File: src/rtl/scpm_defines.vh
// register offsets, field layouts and reset values of the split and power-management block
`ifndef SCPM_DEFINES_VH
`define SCPM_DEFINES_VH

// byte offsets in configuration space
`define SCPM_ADR_SPLIT_STAT     8'h84
`define SCPM_ADR_SPLIT          8'h8c
`define SCPM_ADR_PM_CAP         8'h90

// downstream split register fields
`define SCPM_CAP_LSB            0
`define SCPM_CAP_MSB            15
`define SCPM_LIMIT_LSB          16
`define SCPM_LIMIT_MSB          31
`define SCPM_SPLIT_CAP          16'h0010
`define SCPM_LIMIT_RST          16'h0010
`define SCPM_LIMIT_ALL          16'hffff
`define SCPM_LIMIT_UNBOUND      16'h0100

// split status register fields
`define SCPM_DELAYED_BIT        21
`define SCPM_OUTST_LSB          0
`define SCPM_OUTST_MSB          15

// power-management capability word fields
`define SCPM_PM_ID              8'h01
`define SCPM_PM_NEXT            8'ha8
`define SCPM_PM_VERSION         3'b011
`define SCPM_PM_CLOCK           1'b0
`define SCPM_PM_RSVD20          1'b0
`define SCPM_PM_DSI             1'b0
`define SCPM_PM_AUX             3'b001
`define SCPM_PM_D1              1'b0
`define SCPM_PM_D2              1'b0
`define SCPM_PM_WAKE_STATES     5'b11001

`endif

File: src/rtl/scpm_sticky_flag.v
// sticky status flag, set by hardware, cleared by writing one
`timescale 1ns/1ns

module scpm_sticky_flag (
    input  wire clock,
    input  wire sys_rst,
    input  wire set_pulse,
    input  wire clear_pulse,
    output reg  flag
);

    // set beats a clear in the same cycle so no event is lost
    always @(posedge clock or posedge sys_rst) begin
        if (sys_rst) begin
            flag <= 1'b0;
        end else if (set_pulse) begin
            flag <= 1'b1;
        end else if (clear_pulse) begin
            flag <= 1'b0;
        end
    end

endmodule

File: src/rtl/scpm_commit_track.v
// running total of committed split completion space and the fit check
`timescale 1ns/1ns
`include "scpm_defines.vh"

module scpm_commit_track #(
    parameter W = 16
) (
    input  wire         clock,
    input  wire         sys_rst,
    input  wire [W-1:0] limit,
    input  wire [W-1:0] req_size,
    input  wire         commit,
    input  wire         release_valid,
    input  wire [W-1:0] release_size,
    output reg  [W-1:0] outstanding,
    output wire         unbounded,
    output wire         fits
);

    wire [W:0] sum_add;
    wire [W:0] sum_net;
    wire [W:0] after_add;

    // limits at or above the unbounded mark ignore free space; ffff is one of them
    assign unbounded = (limit >= `SCPM_LIMIT_UNBOUND);
    assign sum_add   = {1'b0, outstanding} + {1'b0, req_size};
    assign fits      = unbounded || (sum_add <= {1'b0, limit});

    // release first, then add; saturate so unbounded mode cannot wrap
    assign sum_net   = (release_valid && (release_size < outstanding)) ?
                       {1'b0, outstanding - release_size} :
                       (release_valid ? {(W+1){1'b0}} : {1'b0, outstanding});
    assign after_add = sum_net + {1'b0, req_size};

    always @(posedge clock or posedge sys_rst) begin
        if (sys_rst) begin
            outstanding <= {W{1'b0}};
        end else if (commit) begin
            outstanding <= after_add[W] ? {W{1'b1}} : after_add[W-1:0];
        end else begin
            outstanding <= sum_net[W-1:0];
        end
    end

endmodule

File: src/rtl/scpm_regs.v
// split commitment and power-management capability registers on a wishbone slave
//
// Chosen here: the Wishbone interface to the registers.
`timescale 1ns/1ns
`include "scpm_defines.vh"

module scpm_regs #(
    parameter SIZE_W = 16
) (
    input  wire              clock,
    input  wire              sys_rst,
    // wishbone classic slave
    input  wire              wb_cyc_i,
    input  wire              wb_stb_i,
    input  wire              wb_we_i,
    input  wire [7:0]        wb_adr_i,
    input  wire [3:0]        wb_sel_i,
    input  wire [31:0]       wb_dat_i,
    output reg  [31:0]       wb_dat_o,
    output reg               wb_ack_o,
    // split request from the forwarding datapath
    input  wire              req_valid,
    input  wire [SIZE_W-1:0] req_size,
    output reg               req_forward,
    output reg               req_held,
    // completion space handed back by the datapath
    input  wire              cpl_release,
    input  wire [SIZE_W-1:0] cpl_size,
    // state visible to the datapath
    output reg  [15:0]       commit_limit,
    output reg               split_delayed
);

    // request sequencer states
    localparam ST_IDLE  = 2'b00;
    localparam ST_CHECK = 2'b01;
    localparam ST_HOLD  = 2'b10;
    localparam ST_DONE  = 2'b11;

    // byte offsets of the mapped registers; the word index drops the byte lanes
    localparam [7:0] ADR_STAT  = `SCPM_ADR_SPLIT_STAT;
    localparam [7:0] ADR_SPLIT = `SCPM_ADR_SPLIT;
    localparam [7:0] ADR_PM    = `SCPM_ADR_PM_CAP;
    localparam [5:0] IDX_STAT  = ADR_STAT[7:2];
    localparam [5:0] IDX_SPLIT = ADR_SPLIT[7:2];
    localparam [5:0] IDX_PM    = ADR_PM[7:2];

    reg  [1:0]        state;
    reg  [1:0]        next_state;
    reg  [SIZE_W-1:0] held_size;
    reg  [SIZE_W-1:0] next_held_size;
    reg               next_forward;
    reg               next_held;
    reg               delay_event;
    reg  [31:0]       next_rdata;
    reg  [15:0]       next_limit;

    wire              bus_req;
    wire              bus_wr;
    wire              bus_rd;
    wire [5:0]        word_idx;
    wire              hit_stat;
    wire              hit_split;
    wire              hit_pm;
    wire              clear_delayed;
    wire              delayed_flag;
    wire [SIZE_W-1:0] outstanding;
    wire              unbounded;
    wire              fits;
    wire              commit_now;
    wire [31:0]       split_word;
    wire [31:0]       pm_word;
    wire [31:0]       stat_word;

    // -------- bus decode --------

    // a request is served once; ack low means it is not yet answered
    assign bus_req   = wb_cyc_i && wb_stb_i && !wb_ack_o;
    assign bus_wr    = bus_req && wb_we_i;
    assign bus_rd    = bus_req && !wb_we_i;
    assign word_idx  = wb_adr_i[7:2];
    assign hit_stat  = (word_idx == IDX_STAT);
    assign hit_split = (word_idx == IDX_SPLIT);
    assign hit_pm    = (word_idx == IDX_PM);

    // ack one cycle after the strobe, dropped the cycle after
    always @(posedge clock or posedge sys_rst) begin
        if (sys_rst) begin
            wb_ack_o <= 1'b0;
        end else begin
            wb_ack_o <= bus_req;
        end
    end

    // -------- register contents --------

    // capability half is a constant, limit half is the live register
    assign split_word = {commit_limit, `SCPM_SPLIT_CAP};

    // whole power-management header is wired from constants
    assign pm_word = {`SCPM_PM_WAKE_STATES,
                      `SCPM_PM_D2,
                      `SCPM_PM_D1,
                      `SCPM_PM_AUX,
                      `SCPM_PM_DSI,
                      `SCPM_PM_RSVD20,
                      `SCPM_PM_CLOCK,
                      `SCPM_PM_VERSION,
                      `SCPM_PM_NEXT,
                      `SCPM_PM_ID};

    // status word shows the sticky flag and the committed total
    assign stat_word = {10'h000, delayed_flag, 5'h00, outstanding[15:0]};

    // limit bytes follow the byte enables; the capability lanes are dropped
    always @* begin
        next_limit = commit_limit;
        if (bus_wr && hit_split) begin
            if (wb_sel_i[2]) begin
                next_limit[7:0] = wb_dat_i[23:16];
            end
            if (wb_sel_i[3]) begin
                next_limit[15:8] = wb_dat_i[31:24];
            end
        end
    end

    // writes to the header or capability half store nothing
    always @(posedge clock or posedge sys_rst) begin
        if (sys_rst) begin
            commit_limit <= `SCPM_LIMIT_RST;
        end else begin
            commit_limit <= next_limit;
        end
    end

    // read mux, unmapped words answer zero
    always @* begin
        next_rdata = 32'h0000_0000;
        if (bus_rd) begin
            if (hit_split) begin
                next_rdata = split_word;
            end else if (hit_pm) begin
                next_rdata = pm_word;
            end else if (hit_stat) begin
                next_rdata = stat_word;
            end
        end
    end

    // read data registered alongside ack; held otherwise
    always @(posedge clock or posedge sys_rst) begin
        if (sys_rst) begin
            wb_dat_o <= 32'h0000_0000;
        end else if (bus_rd) begin
            wb_dat_o <= next_rdata;
        end
    end

    // -------- delayed flag --------

    // writing one to bit 21 of the status word clears it
    assign clear_delayed = bus_wr && hit_stat && wb_sel_i[2] &&
                           wb_dat_i[`SCPM_DELAYED_BIT];

    scpm_sticky_flag u_delayed (
        .clock       (clock),
        .sys_rst     (sys_rst),
        .set_pulse   (delay_event),
        .clear_pulse (clear_delayed),
        .flag        (delayed_flag)
    );

    // registered copy for the datapath, one cycle behind the flag
    always @(posedge clock or posedge sys_rst) begin
        if (sys_rst) begin
            split_delayed <= 1'b0;
        end else begin
            split_delayed <= delayed_flag;
        end
    end

    // -------- commitment tracking --------

    assign commit_now = next_forward;

    scpm_commit_track #(
        .W (SIZE_W)
    ) u_track (
        .clock         (clock),
        .sys_rst       (sys_rst),
        .limit         (commit_limit),
        .req_size      (held_size),
        .commit        (commit_now),
        .release_valid (cpl_release),
        .release_size  (cpl_size),
        .outstanding   (outstanding),
        .unbounded     (unbounded),
        .fits          (fits)
    );

    // -------- request sequencer --------

    // size is latched on entry so a changing input cannot skew the check
    always @* begin
        next_state     = state;
        next_held_size = held_size;
        next_forward   = 1'b0;
        next_held      = 1'b0;
        delay_event    = 1'b0;
        case (state)
            ST_IDLE: begin
                if (req_valid) begin
                    next_held_size = req_size;
                    next_state     = ST_CHECK;
                end
            end
            ST_CHECK: begin
                if (fits) begin
                    // unbounded limits always fit
                    next_forward = 1'b1;
                    next_state   = ST_DONE;
                end else begin
                    // flag raised once per held request
                    delay_event = 1'b1;
                    next_held   = 1'b1;
                    next_state  = ST_HOLD;
                end
            end
            ST_HOLD: begin
                // re-check each cycle; freed space or a new limit lets it go
                if (fits) begin
                    next_forward = 1'b1;
                    next_state   = ST_DONE;
                end else begin
                    next_held = 1'b1;
                end
            end
            ST_DONE: begin
                // wait for the datapath to drop its request
                if (!req_valid) begin
                    next_state = ST_IDLE;
                end
            end
            default: begin
                next_state = ST_IDLE;
            end
        endcase
    end

    // sequencer registers and the forward and held outputs
    always @(posedge clock or posedge sys_rst) begin
        if (sys_rst) begin
            state       <= ST_IDLE;
            held_size   <= {SIZE_W{1'b0}};
            req_forward <= 1'b0;
            req_held    <= 1'b0;
        end else begin
            state       <= next_state;
            held_size   <= next_held_size;
            req_forward <= next_forward;
            req_held    <= next_held;
        end
    end

endmodule

File: config.mk
export PLATFORM = sky130hd
export DESIGN_NAME = scpm_regs
export DESIGN_NICKNAME = d
export VERILOG_FILES = /design/src/rtl/scpm_sticky_flag.v /design/src/rtl/scpm_commit_track.v /design/src/rtl/scpm_regs.v
export VERILOG_INCLUDE_DIRS = /design/src /design/src/rtl
export SDC_FILE = /design/constraint.sdc
export NUM_CORES = 1
export LEC_CHECK = 0
export BUFFER_PORTS_ARGS = -buffer_cell sky130_fd_sc_hd__buf_4
export CAP_MARGIN = 20
export CORE_MARGIN = 1.5
export CORE_UTILIZATION = 35
export CTS_CLUSTER_DIAMETER = 80
export DETAILED_ROUTE_END_ITERATION = 8
export RECOVER_POWER = 25
export SYNTH_ARGS = -nofsm -noshare
export SYNTH_HDL_FRONTEND = slang
export SYNTH_SLANG_ARGS = --single-unit
File: constraint.sdc
create_clock -name clock -period 9.3 [get_ports clock]
set_input_delay 0.93 -clock clock [delete_from_list [all_inputs] [get_ports clock]]
set_output_delay 0.93 -clock clock [all_outputs]
set_load 0.1 [all_outputs]
* Yosys cells after proc, flatten, opt, wreduce, memory -nomap -nowiden
Index checks and enable logic that the tools add are counted.
** Operators by class
- Mux-type cells :: 19
- Order comparisons :: 3
- Reductions and logical operators :: 19
- Equal/unequal tests :: 9
- Add/sub/neg operators :: 3
** Operator list (number)
- two-way mux 32 bit :: 2
- two-way mux 16 bit :: 3
- two-way mux 22 bit :: 1
- equality test 6 bit (second input constant) :: 3
- adder 16 x 16 -> 17 bit :: 1
- adder 17 x 16 -> 17 bit :: 1
- less-or-equal comparator 17 x 16 -> 1 bit :: 1
- two-way mux 17 bit :: 1
- >= comparator 16 x 9 -> 1 bit (second input constant) :: 1
- < comparator 16 bit :: 1
- subtractor 16 bit :: 1
- logical AND 1 bit :: 9
- two-way mux 1 bit :: 8
- case mux 2 bit (4 select lines) :: 1
- two-way mux 2 bit :: 3
- != test 2 bit (second input constant) :: 3
- AND reduction 2 bit :: 3
- equality test 2 bit (second input constant) :: 2
- AND reduction 3 bit :: 1
- equality test 2 x 1 -> 1 bit (second input constant) :: 1
- zero test 1 bit :: 2
- zero test 2 bit :: 1
- nonzero test 2 bit :: 1
- OR reduction 2 bit :: 1
- logical OR 1 bit :: 1
** Word-level totals
- Word-level logic and storage cells :: 64
- Input bits :: 83
- Output and inout bits :: 52
- Register bits after elaboration :: 87

* Depth between registers and ports, before layout
- Word-level depth :: 8
- Depth in mapped cells :: 21
- Depth with buffers taken out :: 20

* By module
A second synthesis with hierarchy kept.
** Second synthesis, totals
- Cells, all modules :: 638
- Area total of the unflattened synthesis :: 6303.5 um^2
** Modules (own cells, without submodules)
- scpm_commit_track :: sequential area each 400.4 um^2, area each 3414.5 um^2, cells each 433, times used 1
- scpm_regs :: sequential area each 1752.9 um^2, area each 2849.0 um^2, cells each 201, times used 1
- scpm_sticky_flag :: sequential area each 25.0 um^2, area each 40.0 um^2, cells each 4, times used 1

* Worst setup path after synthesis
Ideal clock, no wire load.
- Kind :: input to register
- Start :: input cpl_size[0]
- End :: register u_track.outstanding[3]
- Required time :: 9163 ps
- Buffers on the path :: 2
- Setup slack :: 4256 ps
- Cell stages on the path :: 20
- Arrival :: 4906 ps
- Setup time :: 137 ps
- Cells stage by stage :: ha_1 > inv_1 > fa_1 > a211oi_1 > o21ai_0 > a41oi_1 > o211a_1 > nor2_1 > clkbuf_1 > o211ai_1 > nand2_1 > ha_1 > o211ai_1 > nand2_1 > and3_1 > a211oi_1 > nor4_1 > nor4_4 > buf_6 > a32oi_1
** On the way
- Word-level cells in the longest chain between the ends :: 6
- Elaborated cells on any way between the ends :: 7
- Classes of those cells :: add/sub (2); order compare (1); mux (3); reduce/logical (1)
** RTL lines
- from (decl) :: line scpm_regs.v:28 : input wire [SIZE_W-1:0] cpl_size,
- < comparator 16 bit :: line scpm_commit_track.v:30 : assign sum_net = (release_valid && (release_size < outstanding)) ?
- logical AND 1 bit :: line scpm_commit_track.v:30
- two-way mux 17 bit (*) :: line scpm_commit_track.v:30
- adder 17 x 16 -> 17 bit :: line scpm_commit_track.v:33 : assign after_add = sum_net + {1'b0, req_size};
- two-way mux 16 bit :: line scpm_commit_track.v:39 : outstanding <= after_add[W] ? {W{1'b1}} : after_add[W-1:0];
- two-way mux 16 bit (*) :: line scpm_commit_track.v:38 : end else if (commit) begin
- to (signal assigned) :: line scpm_commit_track.v:37 : outstanding <= {W{1'b0}};
- to (signal assigned) :: line scpm_commit_track.v:39
- to (signal assigned) :: line scpm_commit_track.v:41 : outstanding <= sum_net[W-1:0];
- to (decl) :: line scpm_commit_track.v:15 : output reg [W-1:0] outstanding,
Mark *: on every way between the ends. The rest lies on a longest branch, timed or not.
A chain may end at the register's enable or synchronous reset.

* Worst setup path after layout
- Start :: input cpl_size[0]
- End :: register u_track.outstanding[13]
Same word-level chain as after synthesis.

==> flow_summary.yaml <==
logic_synthesis:
  synth_top_area_share_pct: 33.7
  synth_seq_area_share_pct: 34.1
  syn-cell-area_um2: 6390
  netlist_instances: 736
  ys.flop_type: "dfrtp_1"
  synth_edf_count: 0
  synth_cell_type_count: 63
  synthArstFlopShare_pct: 100
  yosys_warnings: 0
  ys_ff_latch: 87
  synth_top_area_cell: "dfrtp_1"
  avgSynthCellArea_um2: 8.68
  synth_nets: 891
  synthTopCellsByArea: "dfrtp_1, ha_1, nand2_1"
place:
  dp_hpwl_um: 13700
  dp.cells: 1063
  port_buffers: 114
  place_congestion: 0.899
  dpl_worst_slack_ns: 2.94
timing:
  rsz0062_at_grt: "no"
  relSlewSlack_pct: -61.9
  final-setup-viol-count: 0
  period_needed_ns: 6.02
  tns_ns: 0
  post-route-period-util_pct: 64.7
  holdWs_ns: 0.447
  layout_setup_ws_ns: 3.28
  fmax_ghz: 0.166
  slew_violations: 90
  hold_violations: 0
  finalClockSkew_ns: 0.00839
  worstMarginPinSlew_ns: 2.43
drt:
  wl_um: 17100
  wl_per_cell_um: 15.9
  viasPerCell: 5.28
  postRouteAntennaNets: 0
  drt-initial-drc-count: 259
  firstDrtPassIters: 5
  drcViolationCount: 0
  num_vias: 5697
power_and_ir_drop:
  p_seq_share_pct: 21.5
  switching_power_mw: 1.35
  p_leak_nw: 3.76
  power_density_nw_per_um2: 364
  power.share.clock_pct: 13.2
  power.internal_mw: 1.47
  comb_power_share_pct: 65.3
  irDropWorstVdd_mv: 0.127
  swShare_pct: 47.8
grt:
  grt_max_degree: 54
  antenna_found_initial: 0
  grt_use_total_pct: 18.0
  globalRouteOverflowTotal: 0
  grt_pass1_vias: 5463
  grt_first_pass_wirelength_um: 27800
worst_setup_path:
  crit_path_top_delay_cell: "nor4_4"
  critical_path.max_fanout: 16
  r2r_slack_ns: 3.45
  crit_chain: "buf_4, ha_1, inv_1, fa_1, a211oi_1, o21ai_0, a41oi_1, o211a_1, nor2_1, o211ai_1, nand2_1, ha_1, o211ai_1, nand2_1, and3_1, a211oi_1, nor4_1, nor4_4, a32oi_1"
  rr_worst_depth: 19
  start_kind: "input pin"
  crit_family: "simple AND/OR/NAND/NOR gates"
  r2r-end: "u_track.outstanding[13]"
  cp.required_ns: 9.47
  cpPeakStageDelay_ns: 0.85
  cp_num_buf_inv: 2
  cp-end-kind: "register"
  r2r-start: "u_track.outstanding[0]"
  setup.worst_path.class: "in -> reg"
  arrival_ns: 6.18
cells_and_area:
  drive_gt1_share_pct: 18.0
  final_cell_mix: "nand2_1, buf_4, dfrtp_1"
  utilization_pct: 43.2
  final_nets: 1000
  area_growth_pct: 21.2
  diodes: 0
  final_cells: 1079
  final_common_cell: "nand2_1"
clock_network:
  clkTransAtPathRegs_ns: 0.07
  hold_buffers: 0
  cts_tree: "done"
  root_buffer: "clkbuf_16"
  clk_latency_ns: 0.34
  clockBufferDepth: 2
  cts_buffers: 9
  post-cts-setup-buffers: 0
  cts.sinks: 87
  ctsResizeCount: 0
  htreeDepth: 3
job:
  drv_cap: 2
die:
  fp.dieH_um: 138
  dieWidth_um: 138
  die_area_um2: 19100
  boundaryPins: 135
  rows: 49
  initial_core_util_pct: 35.7
  coreArea_um2: 17900
hold_path:
  hold_start: "u_delayed.flag"
  min-delay-path-class: "reg -> reg"
  min_delay_path_depth: 0
  holdPathEnd: "split_delayed"
status:
  violations: "capacitance limit, slew limit"
  status: "finished with violations"
## metal layers
| layer | share of wire (%) | vias up | global-route usage (%) |
|---|---|---|---|
| met4 | 1.0 | 0 | 4.27 |
| met1 | 49 | 2670 | 25.1 |
| li1 | - | 2864 | - |
| met3 | 5.3 | 13 | 3.08 |
| met2 | 45 | 150 | 29.2 |
| met5 | 0 | - | 0 |
## cell families after synthesis
group | after synthesis | synth area share, %
buf+inv | 83 | 5.02
fa+ha+maj | 72 | 14.5
xor+xnor | 30 | 4.11
compound gates | 192 | 19.9
flops | 87 | 34.1
simple gates | 249 | 18.4
mux | 23 | 3.96
## area by class of cell
cell class / instances / area [um^2]
Clock inverter: 7 / 80.1
Tap cell: 229 / 287
Clock buffer: 9 / 225
Timing Repair Buffer: 119 / 845
Multi-Input combinational cell: 566 / 3890
Fill cell: 1796 / 10200
Sequential cell: 87 / 2180
Inverter: 62 / 234
## Yosys cell counts (all sizes together) (5+ instances only)
cell type,n
nand2,127
ha,69
nor2,34
nand4,6
and3,6
inv,61
or3,8
a211oi,9
a21oi,41
xor2,11
nand3b,5
o211ai,10
nor3b,6
o21ai,50
nor3,9
dfrtp,86
a32oi,18
xnor2,19
mux2,18
clkbuf,19
nand3,20
a21o,10
o31ai,12
nor4,6
o21a,8
mux2i,5
## stage by stage
stage | area (um^2) | power [mW]
floorplan | 6390 | 2.04
global placement | 7480 | 2.42
global route | 7740 | 3.09
CTS | 7790 | 2.83
finish | 7740 | 2.81
detailed placement | 7490 | 2.44
## worst max path at each step
stage	from	to	slack [ns]	cells past startpoint
after floorplan	cpl_size[0]	u_track.outstanding[3]	4.26	20
after detailed placement	cpl_size[0]	u_track.outstanding[13]	2.94	19
after global placement	cpl_size[0]	u_track.outstanding[13]	2.95	19
final	cpl_size[0]	u_track.outstanding[13]	3.28	19
after global routing	cpl_size[0]	u_track.outstanding[13]	2.82	19
after CTS	cpl_size[0]	u_track.outstanding[15]	3.27	19
## power by group through the flow
stage               Clock [mW]  Combinational (mW)  Sequential (mW)
floorplan                    0                1.43            0.605
global placement             0                1.81            0.611
detailed placement           0                1.83            0.611
CTS                      0.381                1.84            0.604
global route             0.396                2.08            0.616
finish                   0.372                1.84            0.605
## state kept, by name, indices dropped and copies added, names as in the netlist
register	cells
req_held	1
state	2
commit_limit	16
wb_dat_o	32
held_size	16
req_forward	1
u_delayed.flag	1
u_track.outstanding	16
split_delayed	1
wb_ack_o	1
No activity file was read; power rests on OpenSTA's default activity.
